## src/core/accessory_detect_midrail_ctrl_defines.vh

```
`ifndef ACCESSORY_DETECT_MIDRAIL_CTRL_DEFINES_VH
`define ACCESSORY_DETECT_MIDRAIL_CTRL_DEFINES_VH

// Register indices; byte address is four times the index
`define IDX_POWER_MANAGEMENT_ONE 8'h08
`define IDX_MIC_BIAS_CONTROL     8'h4a
`define IDX_JACK_DETECT_CONTROL  8'h4d
`define IDX_ANTI_POP_CONTROL     8'h4e
`define IDX_EVENT_STATUS         8'h60

// Field positions, power_management_one
`define PM1_MIC_SENSE_BIT        8
`define PM1_STRING_EN_BIT        2
`define PM1_DIVIDER_HI           1
`define PM1_DIVIDER_LO           0
// Field positions, mic_bias_control
`define MBC_MIC_SENSE_BIT        7
`define MBC_PLUG_THR_HI          4
`define MBC_PLUG_THR_LO          2
`define MBC_SHORT_THR_HI         1
`define MBC_SHORT_THR_LO         0
// Field positions, jack_detect_control
`define JDC_LEFT_EN_BIT          15
`define JDC_RIGHT_EN_BIT         14
// Field positions, anti_pop_control
`define APC_SPEED_HI             9
`define APC_SPEED_LO             8
// Field positions, event_status (pending 3:0, live 7:4)
`define EVS_LEFT_JACK_BIT        0
`define EVS_RIGHT_JACK_BIT       1
`define EVS_MIC_INSERT_BIT       2
`define EVS_MIC_SHORT_BIT        3
`define EVS_LIVE_LO              4

// Reset values
`define RST_PLUG_THR             3'h0
`define RST_SHORT_THR            2'h0
`define RST_DIVIDER              2'h0
`define RST_RAMP_SPEED           2'h0

// Divider and ramp speed codes
`define DIVIDER_OFF              2'h0
`define RAMP_NONE                2'h0
`define RAMP_FAST                2'h1
`define RAMP_MEDIUM              2'h2

// Ramp step lengths in 100 MHz core cycles: 1 us, 4 us, 16 us
`define RAMP_STEP_FAST_CYC       16'h0064
`define RAMP_STEP_MEDIUM_CYC     16'h0190
`define RAMP_STEP_SLOW_CYC       16'h0640

`endif

```

## src/core/accessory_detect_midrail_ctrl.v

```verilog
// How it works
// - Jack register bit 15 enables left second-input jack sensing, reset 0.
// - Jack register bit 14 enables right second-input jack sensing, reset 0.
// - Enabled side reports its jack socket state through its own event.
// - Bias current above plug-in threshold raises the microphone insert event.
// - Bias current above short limit raises a separate microphone short event.
// - Plug-in threshold is mic bias bits 4:2, reset 000, 160 to 1400 uA.
// - Short threshold is mic bias bits 1:0, reset 00, 400 to 1800 uA.
// - Microphone sense enable is one bit, seen at power bit 8 and bias bit 7.
// - Power register bit 2 enables the mid-rail string, reset 0.
// - Power bits 1:0 pick the divider: off, 300k, 50k, 5k; reset off.
// - Mid-rail start and stop ramp softly at the anti-pop speed; speed none jumps in one edge.
// - Anti-pop speed bits 9:8, reset 00: none, fast, medium, slow.
`timescale 1ns/1ps
`default_nettype none
`include "accessory_detect_midrail_ctrl_defines.vh"

module accessory_detect_midrail_ctrl #(
  parameter RAMP_BITS = 8
) (
  input  wire                 sys_clk_i,
  input  wire                 sys_rst_i,
  input  wire [9:0]           avs_address_i,
  input  wire                 avs_read_i,
  input  wire                 avs_write_i,
  input  wire [31:0]          avs_writedata_i,
  input  wire [3:0]           avs_byteenable_i,
  output wire [31:0]          avs_readdata_o,
  output wire                 avs_waitrequest_o,
  input  wire                 left_second_input_pin_i,
  input  wire                 right_second_input_pin_i,
  input  wire                 mic_above_plug_threshold_i,
  input  wire                 mic_above_short_threshold_i,
  output wire                 left_jack_sense_enable_o,
  output wire                 right_jack_sense_enable_o,
  output wire                 microphone_sense_enable_o,
  output wire [2:0]           plug_in_current_threshold_o,
  output wire [1:0]           short_circuit_current_threshold_o,
  output wire                 midrail_string_enable_o,
  output wire [1:0]           midrail_divider_select_o,
  output wire [RAMP_BITS-1:0] midrail_ramp_level_o,
  output wire                 midrail_ramping_o,
  output wire                 left_jack_event_o,
  output wire                 right_jack_event_o,
  output wire                 microphone_insert_event_o,
  output wire                 microphone_short_event_o
);

  // Full-scale ramp level and step lengths in core cycles
  localparam [RAMP_BITS-1:0] RAMP_TOP = {RAMP_BITS{1'b1}};
  localparam [15:0] STEP_FAST = `RAMP_STEP_FAST_CYC;
  localparam [15:0] STEP_MED  = `RAMP_STEP_MEDIUM_CYC;
  localparam [15:0] STEP_SLOW = `RAMP_STEP_SLOW_CYC;

  // Bus handshake and read data
  reg                  ack_r;
  reg  [31:0]          rdata_r;

  // Control fields
  reg                  left_en_r;
  reg                  right_en_r;
  reg                  mic_en_r;
  reg  [2:0]           plug_thr_r;
  reg  [1:0]           short_thr_r;
  reg                  string_en_r;
  reg  [1:0]           divider_r;
  reg  [1:0]           ramp_speed_r;

  // Pin synchronisers, edge memory and pending events
  reg  [3:0]           sync1_r;
  reg  [3:0]           sync2_r;
  reg  [3:0]           prev_r;
  reg  [3:0]           pending_r;

  // Mid-rail ramp
  reg  [RAMP_BITS-1:0] level_r;
  reg  [15:0]          step_cnt_r;

  // Combinational helpers, assigned in always @*
  reg  [31:0]          rdata_nxt;
  reg  [15:0]          step_len;

  // Word decode; the two low byte-address bits are ignored
  wire [7:0]  idx      = avs_address_i[9:2];
  wire        wr_fire  = avs_write_i & ack_r;
  wire [15:0] wd       = avs_writedata_i[15:0];
  wire        be_lo    = avs_byteenable_i[0];
  wire        be_hi    = avs_byteenable_i[1];
  wire        wr_pm1   = wr_fire & (idx == `IDX_POWER_MANAGEMENT_ONE);
  wire        wr_mbc   = wr_fire & (idx == `IDX_MIC_BIAS_CONTROL);
  wire        wr_jdc   = wr_fire & (idx == `IDX_JACK_DETECT_CONTROL);
  wire        wr_apc   = wr_fire & (idx == `IDX_ANTI_POP_CONTROL);
  wire        wr_evs   = wr_fire & (idx == `IDX_EVENT_STATUS) & be_lo;

  // Per-event enables; mic sense arms both microphone events
  wire [3:0]  arm      = {mic_en_r, mic_en_r, right_en_r, left_en_r};
  wire [3:0]  hit;

  // One wait cycle per access keeps decode and read data registered
  // Back-to-back requests each pay the same single wait state
  always @(posedge sys_clk_i)
  begin
    if (sys_rst_i)
      ack_r <= 1'b0;
    else
      ack_r <= (avs_read_i | avs_write_i) & ~ack_r;
  end

  assign avs_waitrequest_o = (avs_read_i | avs_write_i) & ~ack_r;
  assign avs_readdata_o    = rdata_r;

  // Read mux; unmapped and reserved bits read zero
  always @*
  begin
    rdata_nxt = 32'h0000_0000;
    case (idx)
      `IDX_POWER_MANAGEMENT_ONE:
      begin
        rdata_nxt[`PM1_MIC_SENSE_BIT] = mic_en_r;
        rdata_nxt[`PM1_STRING_EN_BIT] = string_en_r;
        rdata_nxt[`PM1_DIVIDER_HI:`PM1_DIVIDER_LO] = divider_r;
      end
      `IDX_MIC_BIAS_CONTROL:
      begin
        rdata_nxt[`MBC_MIC_SENSE_BIT] = mic_en_r;
        rdata_nxt[`MBC_PLUG_THR_HI:`MBC_PLUG_THR_LO] = plug_thr_r;
        rdata_nxt[`MBC_SHORT_THR_HI:`MBC_SHORT_THR_LO] = short_thr_r;
      end
      `IDX_JACK_DETECT_CONTROL:
      begin
        rdata_nxt[`JDC_LEFT_EN_BIT]  = left_en_r;
        rdata_nxt[`JDC_RIGHT_EN_BIT] = right_en_r;
      end
      `IDX_ANTI_POP_CONTROL:
        rdata_nxt[`APC_SPEED_HI:`APC_SPEED_LO] = ramp_speed_r;
      // Pending flags low, live synchronised levels above them
      `IDX_EVENT_STATUS:
      begin
        rdata_nxt[3:0] = pending_r;
        rdata_nxt[`EVS_LIVE_LO+3:`EVS_LIVE_LO] = sync2_r;
      end
      // Unmapped index reads zero and still takes one wait state
      default:
        rdata_nxt = 32'h0000_0000;
    endcase
  end

  // Capture read data on the same edge that drops waitrequest
  // Old data stays between reads, so a slow master never sees it move
  always @(posedge sys_clk_i)
  begin
    if (sys_rst_i)
      rdata_r <= 32'h0000_0000;
    else if (avs_read_i & ~ack_r)
      rdata_r <= rdata_nxt;
  end

  // Control registers, written per byte lane
  always @(posedge sys_clk_i)
  begin
    if (sys_rst_i)
    begin
      left_en_r    <= 1'b0;
      right_en_r   <= 1'b0;
      mic_en_r     <= 1'b0;
      plug_thr_r   <= `RST_PLUG_THR;
      short_thr_r  <= `RST_SHORT_THR;
      string_en_r  <= 1'b0;
      divider_r    <= `RST_DIVIDER;
      ramp_speed_r <= `RST_RAMP_SPEED;
    end
    else
    begin
      // Mic sense is one bit behind two addresses; power register first
      if (wr_pm1 & be_hi)
        mic_en_r <= wd[`PM1_MIC_SENSE_BIT];
      else if (wr_mbc & be_lo)
        mic_en_r <= wd[`MBC_MIC_SENSE_BIT];
      // String enable and divider share the low lane
      if (wr_pm1 & be_lo)
      begin
        string_en_r <= wd[`PM1_STRING_EN_BIT];
        divider_r   <= wd[`PM1_DIVIDER_HI:`PM1_DIVIDER_LO];
      end
      if (wr_mbc & be_lo)
      begin
        plug_thr_r  <= wd[`MBC_PLUG_THR_HI:`MBC_PLUG_THR_LO];
        short_thr_r <= wd[`MBC_SHORT_THR_HI:`MBC_SHORT_THR_LO];
      end
      if (wr_jdc & be_hi)
      begin
        left_en_r  <= wd[`JDC_LEFT_EN_BIT];
        right_en_r <= wd[`JDC_RIGHT_EN_BIT];
      end
      // Only the speed field of the anti-pop word is kept
      if (wr_apc & be_hi)
        ramp_speed_r <= wd[`APC_SPEED_HI:`APC_SPEED_LO];
    end
  end

  // Comparator and pin levels are asynchronous: two flops first
  // Comparators may chatter near a threshold; each upward crossing counts
  always @(posedge sys_clk_i)
  begin
    if (sys_rst_i)
    begin
      sync1_r <= 4'h0;
      sync2_r <= 4'h0;
      prev_r  <= 4'h0;
    end
    else
    begin
      sync1_r <= {mic_above_short_threshold_i, mic_above_plug_threshold_i,
                  right_second_input_pin_i, left_second_input_pin_i};
      sync2_r <= sync1_r;
      prev_r  <= sync2_r;
    end
  end

  // Jack events on any socket change; mic events on rising current only
  // Enables gate edges, so sensing turned on with a jack present stays quiet
  assign hit[0] = arm[0] & (sync2_r[0] ^ prev_r[0]);
  assign hit[1] = arm[1] & (sync2_r[1] ^ prev_r[1]);
  assign hit[2] = arm[2] & sync2_r[2] & ~prev_r[2];
  assign hit[3] = arm[3] & sync2_r[3] & ~prev_r[3];

  // Sticky pending flags, write one to clear; a new hit beats the clear
  // Clear bits above the four flags are ignored
  genvar g;
  generate
    for (g = 0; g < 4; g = g + 1)
    begin : g_pend
      always @(posedge sys_clk_i)
      begin
        if (sys_rst_i)
          pending_r[g] <= 1'b0;
        else if (hit[g])
          pending_r[g] <= 1'b1;
        else if (wr_evs & wd[g])
          pending_r[g] <= 1'b0;
      end
    end
  endgenerate

  // Step interval per anti-pop speed
  // Code 11 and anything unexpected take the slowest curve
  always @*
  begin
    case (ramp_speed_r)
      `RAMP_FAST:   step_len = STEP_FAST;
      `RAMP_MEDIUM: step_len = STEP_MED;
      default:      step_len = STEP_SLOW;
    endcase
  end

  // Linear ramp of mid-rail level, one count per step; no ramp jumps straight to target (pops)
  // Ramp rises only with the string on and a divider chosen
  // No slow-clock gating here; software keeps that clock running
  wire       vmid_on    = string_en_r & (divider_r != `DIVIDER_OFF);
  wire [RAMP_BITS-1:0] target = vmid_on ? RAMP_TOP : {RAMP_BITS{1'b0}};
  wire       at_target  = (level_r == target);

  always @(posedge sys_clk_i)
  begin
    if (sys_rst_i)
    begin
      level_r    <= {RAMP_BITS{1'b0}};
      step_cnt_r <= 16'h0000;
    end
    else if (at_target)
      step_cnt_r <= 16'h0000;
    // Speed 00 lands in one edge and will pop
    else if (ramp_speed_r == `RAMP_NONE)
      level_r <= target;
    else if (step_cnt_r >= step_len - 16'h0001)
    begin
      step_cnt_r <= 16'h0000;
      level_r    <= vmid_on ? level_r + 1'b1 : level_r - 1'b1;
    end
    else
      step_cnt_r <= step_cnt_r + 16'h0001;
  end

  // Outputs straight from registers, except the ramping status
  assign left_jack_sense_enable_o          = left_en_r;
  assign right_jack_sense_enable_o         = right_en_r;
  assign microphone_sense_enable_o         = mic_en_r;
  assign plug_in_current_threshold_o       = plug_thr_r;
  assign short_circuit_current_threshold_o = short_thr_r;
  assign midrail_string_enable_o           = string_en_r;
  assign midrail_divider_select_o          = divider_r;
  assign midrail_ramp_level_o              = level_r;
  assign midrail_ramping_o                 = ~at_target;
  assign left_jack_event_o                 = pending_r[0];
  assign right_jack_event_o                = pending_r[1];
  assign microphone_insert_event_o         = pending_r[2];
  assign microphone_short_event_o          = pending_r[3];

endmodule // accessory_detect_midrail_ctrl
`default_nettype wire

```

## config.mk

```make
export PLATFORM = sky130hd
export DESIGN_NAME = accessory_detect_midrail_ctrl
export DESIGN_NICKNAME = d
export VERILOG_FILES = /design/src/core/accessory_detect_midrail_ctrl.v
export VERILOG_INCLUDE_DIRS = /design/src /design/src/core
export SDC_FILE = /design/constraint.sdc
export NUM_CORES = 1
export LEC_CHECK = 0
export BUFFER_PORTS_ARGS = -buffer_cell sky130_fd_sc_hd__buf_2
export CELL_PAD_IN_SITES_DETAIL_PLACEMENT = 1
export CELL_PAD_IN_SITES_GLOBAL_PLACEMENT = 1
export CORE_AREA = 2 2 124 78
export DETAILED_ROUTE_END_ITERATION = 6
export DIE_AREA = 0 0 126 80
export HOLD_SLACK_MARGIN = 0.03
export MAX_ROUTING_LAYER = met4
export PLACE_DENSITY_LB_ADDON = 0.1
export SYNTH_ARGS = -nofsm -noshare
export SYNTH_HDL_FRONTEND = slang
export SYNTH_SLANG_ARGS = --single-unit
```

## constraint.sdc

```tcl
create_clock -name sys_clk_i -period 7.2 [get_ports sys_clk_i]
set_input_delay 0.36 -clock sys_clk_i [delete_from_list [all_inputs] [get_ports sys_clk_i]]
set_output_delay 0.36 -clock sys_clk_i [all_outputs]
set_load 0.005 [all_outputs]
```

# Word-level counts from Yosys, hierarchy flattened
# Cells that the tools add are included.
[totals]
ff_bits = 66
wordCells = 97
[classes]
addsub = 4
order_cmp = 1
eq_ne = 8
n_mux = 23
n_bitwise = 32
n_reduce_logical = 10
[ops]
columns = ["operator", "count"]
rows = [
  ["$eq A8 B7 Y1 const B", 4],
  ["$mux W8", 4],
  ["$and A1 B1 Y1", 25],
  ["$pmux W11 S2", 1],
  ["$add A16 B1 Y16 const B", 1],
  ["$ge A16 B16 Y1", 1],
  ["$mux W16", 1],
  ["$sub A16 B1 Y16 const B", 1],
  ["$reduce_bool A2 Y1", 7],
  ["$mux W1", 11],
  ["$pmux W3 S3", 1],
  ["$add A8 B1 Y8 const B", 1],
  ["$eq A8 B4 Y1 const B", 1],
  ["$eq A8 B8 Y1", 1],
  ["$sub A8 B1 Y8 const B", 1],
  ["$mux W2", 2],
  ["$not A1 Y1", 4],
  ["$pmux W1 S2", 2],
  ["$pmux W2 S2", 1],
  ["$eq A2 B1 Y1 const B", 1],
  ["$eq A2 B2 Y1 const B", 1],
  ["$logic_not A2 Y1", 1],
  ["$reduce_and A2 Y1", 1],
  ["$reduce_or A2 Y1", 1],
  ["other kinds (2)", 3],
]

# Depth between registers and ports, before layout
# Gate-level depths: netlist of the first run.
[depth]
word_depth = 6
mapped_depth = 11

# Worst setup path before layout of the first run
# Ideal clock, no wire load.
[synth_timing]
kind = "register to register"
from = "register ramp_speed_r[0]"
to = "register step_cnt_r[10]"
setup_time_ns = 0.091
arrival_time_ns = 2.297
required_ns = 7.109
slack_ns = 4.812
stages_incl_launch_ff = 11
period_less_slack_ns = 2.388
path_cell_list = "dfxtp_1 -> inv_1 -> ha_1 -> ha_1 -> a211oi_1 -> nor2_1 -> nor3_4 -> and2_1 -> buf_4 -> a41oi_1 -> a311oi_1"
[synth_between]
elab_chain_len = 5
word_cells_on_any_way = 7
[synth_lines]
columns = ["element", "line", "text"]
rows = [
  ["from (decl)", "accessory_detect_midrail_ctrl.v:67", "reg [1:0] ramp_speed_r;"],
  ["from (signal assigned)", "accessory_detect_midrail_ctrl.v:170", "ramp_speed_r <= `RST_RAMP_SPEED;"],
  ["from (signal assigned)", "accessory_detect_midrail_ctrl.v:197", "ramp_speed_r <= wd[`APC_SPEED_HI:`APC_SPEED_LO];"],
  ["$eq A2 B2 Y1 or $eq A2 B1 Y1 (tied branches)", "accessory_detect_midrail_ctrl.v:249", "case (ramp_speed_r)"],
  ["$pmux W11 S2", "accessory_detect_midrail_ctrl.v:249", ""],
  ["$sub A16 B1 Y16", "accessory_detect_midrail_ctrl.v:275", "else if (step_cnt_r >= step_len - 16'h0001)"],
  ["$ge A16 B16 Y1", "accessory_detect_midrail_ctrl.v:275", ""],
  ["$mux W16", "accessory_detect_midrail_ctrl.v:275", ""],
  ["to (signal assigned)", "accessory_detect_midrail_ctrl.v:281", "step_cnt_r <= step_cnt_r + 16'h0001;"],
  ["to (decl)", "accessory_detect_midrail_ctrl.v:77", "reg [15:0] step_cnt_r;"],
]
# Parallel ways exist; a longest one is shown, timed or not.
# A chain may end at the register's enable or synchronous reset.

# Worst setup path in the final report of the first run
[layout_timing]
from = "register ramp_speed_r[0]"
to = "register level_r[5] (netlist: midrail_ramp_level_o[5])"
[layout_between]
elab_chain_len = 6
word_cells_on_any_way = 9
[layout_lines]
columns = ["element", "line", "text"]
rows = [
  ["$eq A2 B2 Y1 or $eq A2 B1 Y1 (tied branches)", "accessory_detect_midrail_ctrl.v:249", ""],
  ["$pmux W11 S2", "accessory_detect_midrail_ctrl.v:249", ""],
  ["$sub A16 B1 Y16", "accessory_detect_midrail_ctrl.v:275", ""],
  ["$ge A16 B16 Y1", "accessory_detect_midrail_ctrl.v:275", ""],
  ["$reduce_bool A2 Y1 (no source line)", "--", ""],
  ["$reduce_and A2 Y1 (no source line)", "--", ""],
  ["to (signal assigned)", "accessory_detect_midrail_ctrl.v:267", "level_r <= {RAMP_BITS{1'b0}};"],
  ["to (signal assigned)", "accessory_detect_midrail_ctrl.v:274", "level_r <= target;"],
  ["to (signal assigned)", "accessory_detect_midrail_ctrl.v:278", "level_r <= vmid_on ? level_r + 1'b1 : level_r - 1'b1;"],
  ["to (decl)", "accessory_detect_midrail_ctrl.v:76", "reg [RAMP_BITS-1:0] level_r;"],
]
# Parallel ways exist; a longest one is shown, timed or not.

==> impl_metrics.csv, run 1 <==
group,metric,value,unit
timing,finalMaxSlewViolations,0,
cts,post_cts_buffers,0,
floorplan,die_x,126,um
yosys,synth_cells,413,
min_path,hp-start,"right_second_input_pin_i",
critical_path,r2r_start,"ramp_speed_r[0]$_SDFFE_PP0P_",
yosys,ys.flop_type,"dfxtp_1",
global_route,grtUsageTotal,20.81,%
cts,path_clk_slew,0.06,ns
timing,fin_skew,0.006565,ns
routing,wl_met1,5076,um
routing,drtAntennaViolNets,0,
critical_path,end_kind,"flop",
power,p_int,758.3,uW
routing,top_layer_used,"met4",
finish,multiInputGateArea,0.001938,mm^2
timing,setup_viol_count_final,0,
power,switching_share,28.16,%
critical_path,cp-start-kind,"flop",
timing,report.final.hold_viol_count,0,
finish,final_layout_size_suffix_gt1_share,18.87,%
routing,wl_met3,462,um
global_route,antenna_found_initial,0,
critical_path,critical_path_class,"flop to flop",
placed_design,place_congestion,0.8143,
yosys,yosys-top-cells-area,"dfxtp_1 38%, ha_1 7.5%, nand3_1 4.9%",
routing,met2_length,4169,um
placed_design,dp.cells,577,
timing,finalCriticalPeriod,2.924,ns
yosys,synth_common_cells,"66 x dfxtp_1, 45 x nand2_1, 41 x nor2_1, 34 x nand3_1, 30 x a21oi_1",
placed_design,dp_hpwl,6993,um
power,clkPwrFrac,45.7,%
yosys,yosysTopAreaCellShare,37.93,%
cts,h-tree-depth,3,
timing,rsz0062_at_grt,"no",
yosys,synth_area,0.003483,mm^2
routing,drt_iter0_drc,126,
power,p_total,1.056,mW
floorplan,die_area,0.01008,mm^2
power,ir_drop,110.9,uV
critical_path,worstPathRequired,7.40,ns
routing,post_drt_wl_per_cell,16.44,um
yosys,yosysTopAreaCell,"dfxtp_1",
yosys,avgSynthCellArea,8.434,um^2
critical_path,crit_arrival,3.13,ns
min_path,hold-path-cell-count,2,
power,leakage,1.732,nW
floorplan,initial_core_util,39.06,%
min_path,hp-class,"input pin to flop",
routing,totalWireLength,9750,um
finish,stdcell_count,593,
yosys,yosysWarnings,0,
timing,tns,0,ns
outcome,status,"finished, final reports clean",
critical_path,crit_fanout,14,
finish,postLayoutCoreUtil,46.07,%
global_route,grt_overflow_total,0,
timing,slew_headroom,33.99,%
yosys,synth_edf_count,0,
power,combinationalPowerShare,17.5,%
power,switchingPower,297.3,uW
yosys,yosysMostFrequentCell,"dfxtp_1",
cts,clock-sinks,66,
floorplan,ios,111,
cts,clock_latency,0.34,ns
cts,ctsResizeCount,0,
timing,period_share,40.62,%
cts,cts_buffers,9,
global_route,grt_pass1_vias,3067,
floorplan,dieHeight,80,um
finish,nets,548,
global_route,grt_pass1_wl,16090,um
finish,nFillCells,1097,
finish,regArea,0.001321,mm^2
yosys,async_reset_ff_share,0,%
critical_path,reg2reg_to,"midrail_ramp_level_o[5]$_SDFFE_PP0P_",
critical_path,ff2ff_path_depth,9,
floorplan,core-area,0.008919,mm^2
critical_path,reg2reg_slack,4.28,ns
timing,hold_ws,0.2263,ns
flow_run,drv_cap,0,
global_route,grt_max_degree,53,
routing,drt_pass1_iterations,6,
timing,tightest_slew,0.9865,ns
min_path,holdPathEnd,"sync1_r[1]$_SDFF_PP0_",
placed_design,io_buffers,64,
floorplan,num_rows,27,
cts,cts_hold_buf,0,
routing,num_vias,3154,
yosys,yosys.cell_types.count,49,
finish,diodes,0,
cts,root_buffer,"clkbuf_16",
cts,clockBufferDepth,2,
routing,via_per_inst,5.319,
timing,fmax,342.0,MHz
power,powerDensity,256.9,mW/mm^2
cts,tritoncts,"done",
routing,drc_errors,0,
finish,syn2layout_area_growth,17.96,%
yosys,ys_ff_latch,66,
power,power_frac_seq,36.9,%
yosys,synth.yosys.seq_area_share,37.93,%
## cells in the final DEF (no fill, tap or decap), types with 7 or more instances in the layout
master and count:
dfxtp_1 66, nor2_1 41, nor3_1 13, clkbuf_16 9, nand3_1 34, mux2i_1 7
o21ai_0 9, nand2_1 45, buf_2 64, a21oi_1 30, nor2b_1 13, nand2b_1 7
and3_1 7, ha_1 21, inv_1 11, conb_1 21
## flip-flops by register name (all words and copies together) (netlist names), 2 cells and up
signal,cells
plug_in_current_threshold_o,3
short_circuit_current_threshold_o,2
ramp_speed_r,2
step_cnt_r,16
midrail_divider_select_o,2
avs_readdata_o,12
sync2_r,4
midrail_ramp_level_o,8
sync1_r,4
prev_r,4
## layout make-up
| class | count | area share, % |
|---|---|---|
| Multi-Input combinational cell | 318 | 47.17 |
| Sequential cell | 66 | 32.16 |
| Timing Repair Buffer | 66 | 8.161 |
| Clock buffer | 9 | 5.481 |
| Tap cell | 116 | 3.532 |
| Clock inverter | 7 | 2.497 |
| Inverter | 11 | 1.005 |
## power by group through the flow
stage | registers, mW | logic [mW] | clock network (mW)
after detailed placement | 0.398 | 0.183 | 0
after global routing | 0.391 | 0.207 | 0.511
after global placement | 0.397 | 0.181 | 0
after floorplan | 0.396 | 0.143 | 0
after CTS | 0.389 | 0.186 | 0.493
final | 0.389 | 0.184 | 0.482
## per-layer routing
layer	GRT usage, %	vias to the layer above
met4	4.725	0
met3	5.630	4
met1	28.89	1527
li1	-	1549
met2	30.22	74
met5	-	-
## kinds of logic after synthesis
kind of cell               synth area share, %
AOI/OAI and AO/OA                        15.55
xor gates and xnor gates                 1.006
adders and majority gates                8.118
buffers and inverters                    8.477
DFF                                      37.93
muxes                                    2.012
other                                   0.2156
and+or+nand+nor                          26.69
## stage by stage
stage | cell area [um^2] | worst slack, ns
6_report | 4109 | 4.276
3_5_place_dp | 3781 | 4.297
5_1_grt | 4109 | 4.039
2_1_floorplan | 3555 | 4.812
4_1_cts | 4109 | 4.253
3_3_place_gp | 3781 | 4.320
## worst max-delay path by stage
| stage | cells after the start | start | slack, ns | endpoint |
|---|---|---|---|---|
| 2_1_floorplan | 10 | ramp_speed_r[0]$_SDFFE_PP0P_ | 4.81 | step_cnt_r[10]$_SDFFE_PP0N_ |
| 3_3_place_gp | 9 | ramp_speed_r[0]$_SDFFE_PP0P_ | 4.32 | midrail_ramp_level_o[5]$_SDFFE_PP0P_ |
| 3_5_place_dp | 9 | ramp_speed_r[0]$_SDFFE_PP0P_ | 4.30 | midrail_ramp_level_o[5]$_SDFFE_PP0P_ |
| 4_1_cts | 9 | ramp_speed_r[0]$_SDFFE_PP0P_ | 4.25 | midrail_ramp_level_o[5]$_SDFFE_PP0P_ |
| 5_1_grt | 9 | ramp_speed_r[0]$_SDFFE_PP0P_ | 4.04 | midrail_ramp_level_o[5]$_SDFFE_PP0P_ |
| 6_report | 9 | ramp_speed_r[0]$_SDFFE_PP0P_ | 4.28 | midrail_ramp_level_o[5]$_SDFFE_PP0P_ |
## critical path, cell delays in order, from the launching register on
cell and delay (ns):
dfxtp_1 0.38, inv_1 0.10, ha_1 0.37, ha_1 0.32, nand4_1 0.15, nor2_1 0.16, nand2_1 0.21, a21oi_2 0.67
and4_2 0.36, nor3_1 0.05
Note: power is estimated with default switching activity, not from simulation.
==> run 2: changes to the inputs <==
--- a/config.mk
+++ b/config.mk
@@ -9,9 +9,9 @@
 export BUFFER_PORTS_ARGS = -buffer_cell sky130_fd_sc_hd__buf_2
 export CELL_PAD_IN_SITES_DETAIL_PLACEMENT = 1
 export CELL_PAD_IN_SITES_GLOBAL_PLACEMENT = 1
-export CORE_AREA = 2 2 124 78
+export CORE_AREA = 2 2 129 81
 export DETAILED_ROUTE_END_ITERATION = 6
-export DIE_AREA = 0 0 126 80
+export DIE_AREA = 0 0 131 83
 export HOLD_SLACK_MARGIN = 0.03
 export MAX_ROUTING_LAYER = met4
 export PLACE_DENSITY_LB_ADDON = 0.1
==> constraint.sdc (replaced) <==
create_clock -name sys_clk_i -period 2.9 [get_ports sys_clk_i]
set_input_delay 0.145 -clock sys_clk_i [delete_from_list [all_inputs] [get_ports sys_clk_i]]
set_output_delay 0.145 -clock sys_clk_i [all_outputs]
set_load 0.005 [all_outputs]
==> run 2 against run 1 <==
Against the previous run:
- clock-buffer cell count grew 1
- largest cell class unchanged
- non-clock buffer count grew 17
- die area grew 7.9%
- global-route usage shrank 1.3 points
- hold slack lost 0.18 ns
- cell area grew 4.2%
- via count grew 0.51%
- core utilization shrank 1.6 points
- first-iteration DRC count grew 9.5%
- clock power grew 150%
- sequential power grew 150%
- highest routed layer unchanged
- sequential share of layout area shrank 1.3 points
==> impl_metrics.csv, run 2 (synthesis gave the netlist of run 1 again) <==
group,metric,value,unit
timing,tightest_slew,0.6164,ns
finish,diodes,0,
critical_path,worstPathRequired,3.17,ns
critical_path,cp-start-kind,"flop",
routing,drtAntennaViolNets,0,
timing,period_share,93.58,%
min_path,hp-class,"input pin to flop",
floorplan,dieHeight,83,um
cts,root_buffer,"clkbuf_16",
finish,largest_reg_flops,16,
floorplan,die_area,0.01087,mm^2
floorplan,core-area,0.009634,mm^2
critical_path,crit_arrival,2.99,ns
timing,fin_skew,0.006866,ns
power,leakage,1.816,nW
timing,finalCriticalPeriod,2.714,ns
finish,syn2layout_area_growth,22.95,%
timing,rsz0062_at_grt,"yes",
global_route,grt_max_degree,30,
cts,clockBufferDepth,2,
global_route,grt_overflow_total,0,
finish,regMostFlops,"step_cnt_r",
global_route,grt_pass1_wl,16260,um
critical_path,critical_path_class,"flop to flop",
cts,clock_latency,0.33,ns
global_route,grt_pass1_vias,3183,
floorplan,ios,111,
floorplan,num_rows,28,
timing,setup_viol_count_final,0,
power,ir_drop,321.7,uV
critical_path,reg2reg_to,"step_cnt_r[5]$_SDFFE_PP0N_",
routing,totalWireLength,10040,um
outcome,status,"finished, final reports clean",
finish,nets,565,
critical_path,r2r_start,"ramp_speed_r[1]$_SDFFE_PP0P_",
cts,cts_buffers,9,
global_route,grtUsageTotal,19.54,%
placed_design,place_congestion,0.7899,
placed_design,dp_hpwl,7453,um
floorplan,initial_core_util,36.16,%
cts,tritoncts,"done",
critical_path,critical_path.startpoint,"ramp_speed_r[1]$_SDFFE_PP0P_",
floorplan,die_x,131,um
critical_path,endpoint,"step_cnt_r[5]$_SDFFE_PP0N_",
critical_path,reg2reg_slack,0.19,ns
timing,report.final.hold_viol_count,0,
critical_path,end_kind,"flop",
routing,via_per_inst,5.040,
routing,drt_iter0_drc,138,
timing,fmax,368.5,MHz
timing,finalMaxSlewViolations,0,
routing,post_drt_wl_per_cell,15.96,um
finish,fin_area,0.004283,mm^2
finish,final_common_cell,"dfxtp_1",
finish,stdcell_count,629,
finish,final_layout_size_suffix_gt1_share,21.26,%
power,powerDensity,621.6,mW/mm^2
finish,layout_common_cells,"66 x dfxtp_1, 64 x buf_2, 45 x nand2_1",
critical_path,ff2ff_path_depth,11,
critical_path,crit_fanout,9,
placed_design,placed_cell_area,0.003880,mm^2
placed_design,dp.cells,606,
placed_design,io_buffers,64,
cts,h-tree-depth,3,
cts,path_clk_slew,0.06,ns
global_route,antenna_found_initial,0,
routing,drt_pass1_iterations,5,
flow_run,drv_cap,0,
cts,clock-sinks,66,
timing,slew_headroom,58.59,%
routing,drc_errors,0,
routing,num_vias,3170,
## run 2: how the worst min path moves through the flow
stage                                startpoint                                           to  slack (ns)  depth (start not counted)
CTS                          avs_writedata_i[9]                 ramp_speed_r[1]$_SDFFE_PP0P_        0.04                          3
global placement       right_second_input_pin_i                        sync1_r[1]$_SDFF_PP0_        0.35                          2
finish                       avs_writedata_i[9]                 ramp_speed_r[1]$_SDFFE_PP0P_        0.05                          3
floorplan           mic_above_short_threshold_i                        sync1_r[3]$_SDFF_PP0_        0.27                          1
global route                 avs_writedata_i[4]  plug_in_current_threshold_o[2]$_SDFFE_PP0P_        0.07                          3
detailed placement     right_second_input_pin_i                        sync1_r[1]$_SDFF_PP0_        0.36                          2
## run 2: metal layers
metal	track usage [%]	vias to the layer above	part of all wire (%)
met5	-	-	0
met4	5.029	0	1.3
met3	5.412	11	4.7
met2	28.03	76	42
met1	27.04	1499	52
li1	-	1584	-
## run 2: what timing repair did
action                                 in CTS  in global routing
hold buffers                                4                  0
setup buffers                               0                  3
setup endpoints to repair                   0                 17
resized for setup                           0                  3
endpoints found under the hold margin       4                  0
## run 2: report_power, final
part           internal, mW  switching [mW]
combinational         0.212           0.292
clock                 0.777           0.414
sequential            0.941          0.0267
total                  1.93           0.732
## run 2: cell type report
type / count / area (um^2)
fillers: 1165 / 5351
clock inverters: 6 / 88.84
repair buffers: 83 / 473.0
inverters: 11 / 41.29
flip-flops and latches: 66 / 1321
well taps: 135 / 168.9
clock buffers: 10 / 239.0
multi-input cells: 318 / 1951
## run 2: worst max-delay path, stage by stage, from the launching register on
cell and delay (ns):
dfxtp_1 0.41, inv_1 0.09, ha_1 0.35, ha_1 0.32, a211oi_1 0.23, nor2_1 0.11, nor3_4 0.28, buf_4 0.18
and2_2 0.24, buf_4 0.15, a21o_1 0.11, o311a_1 0.18
## run 2: metrics by stage
stage / setup TNS (ns) / util (%) / worst slack, ns / power (mW) / hold WS (ns)
global placement: 0 / 40.27 / 0.1924 / 1.460 / 0.3540
finish: 0 / 44.45 / 0.1861 / 2.662 / 0.04868
global route: -0.02344 / 44.45 / -0.01937 / 2.792 / 0.06903
detailed placement: 0 / 40.27 / 0.06275 / 1.480 / 0.3624
CTS: 0 / 44.09 / 0.05806 / 2.684 / 0.04228
floorplan: 0 / - / 0.5117 / 1.339 / 0.2732
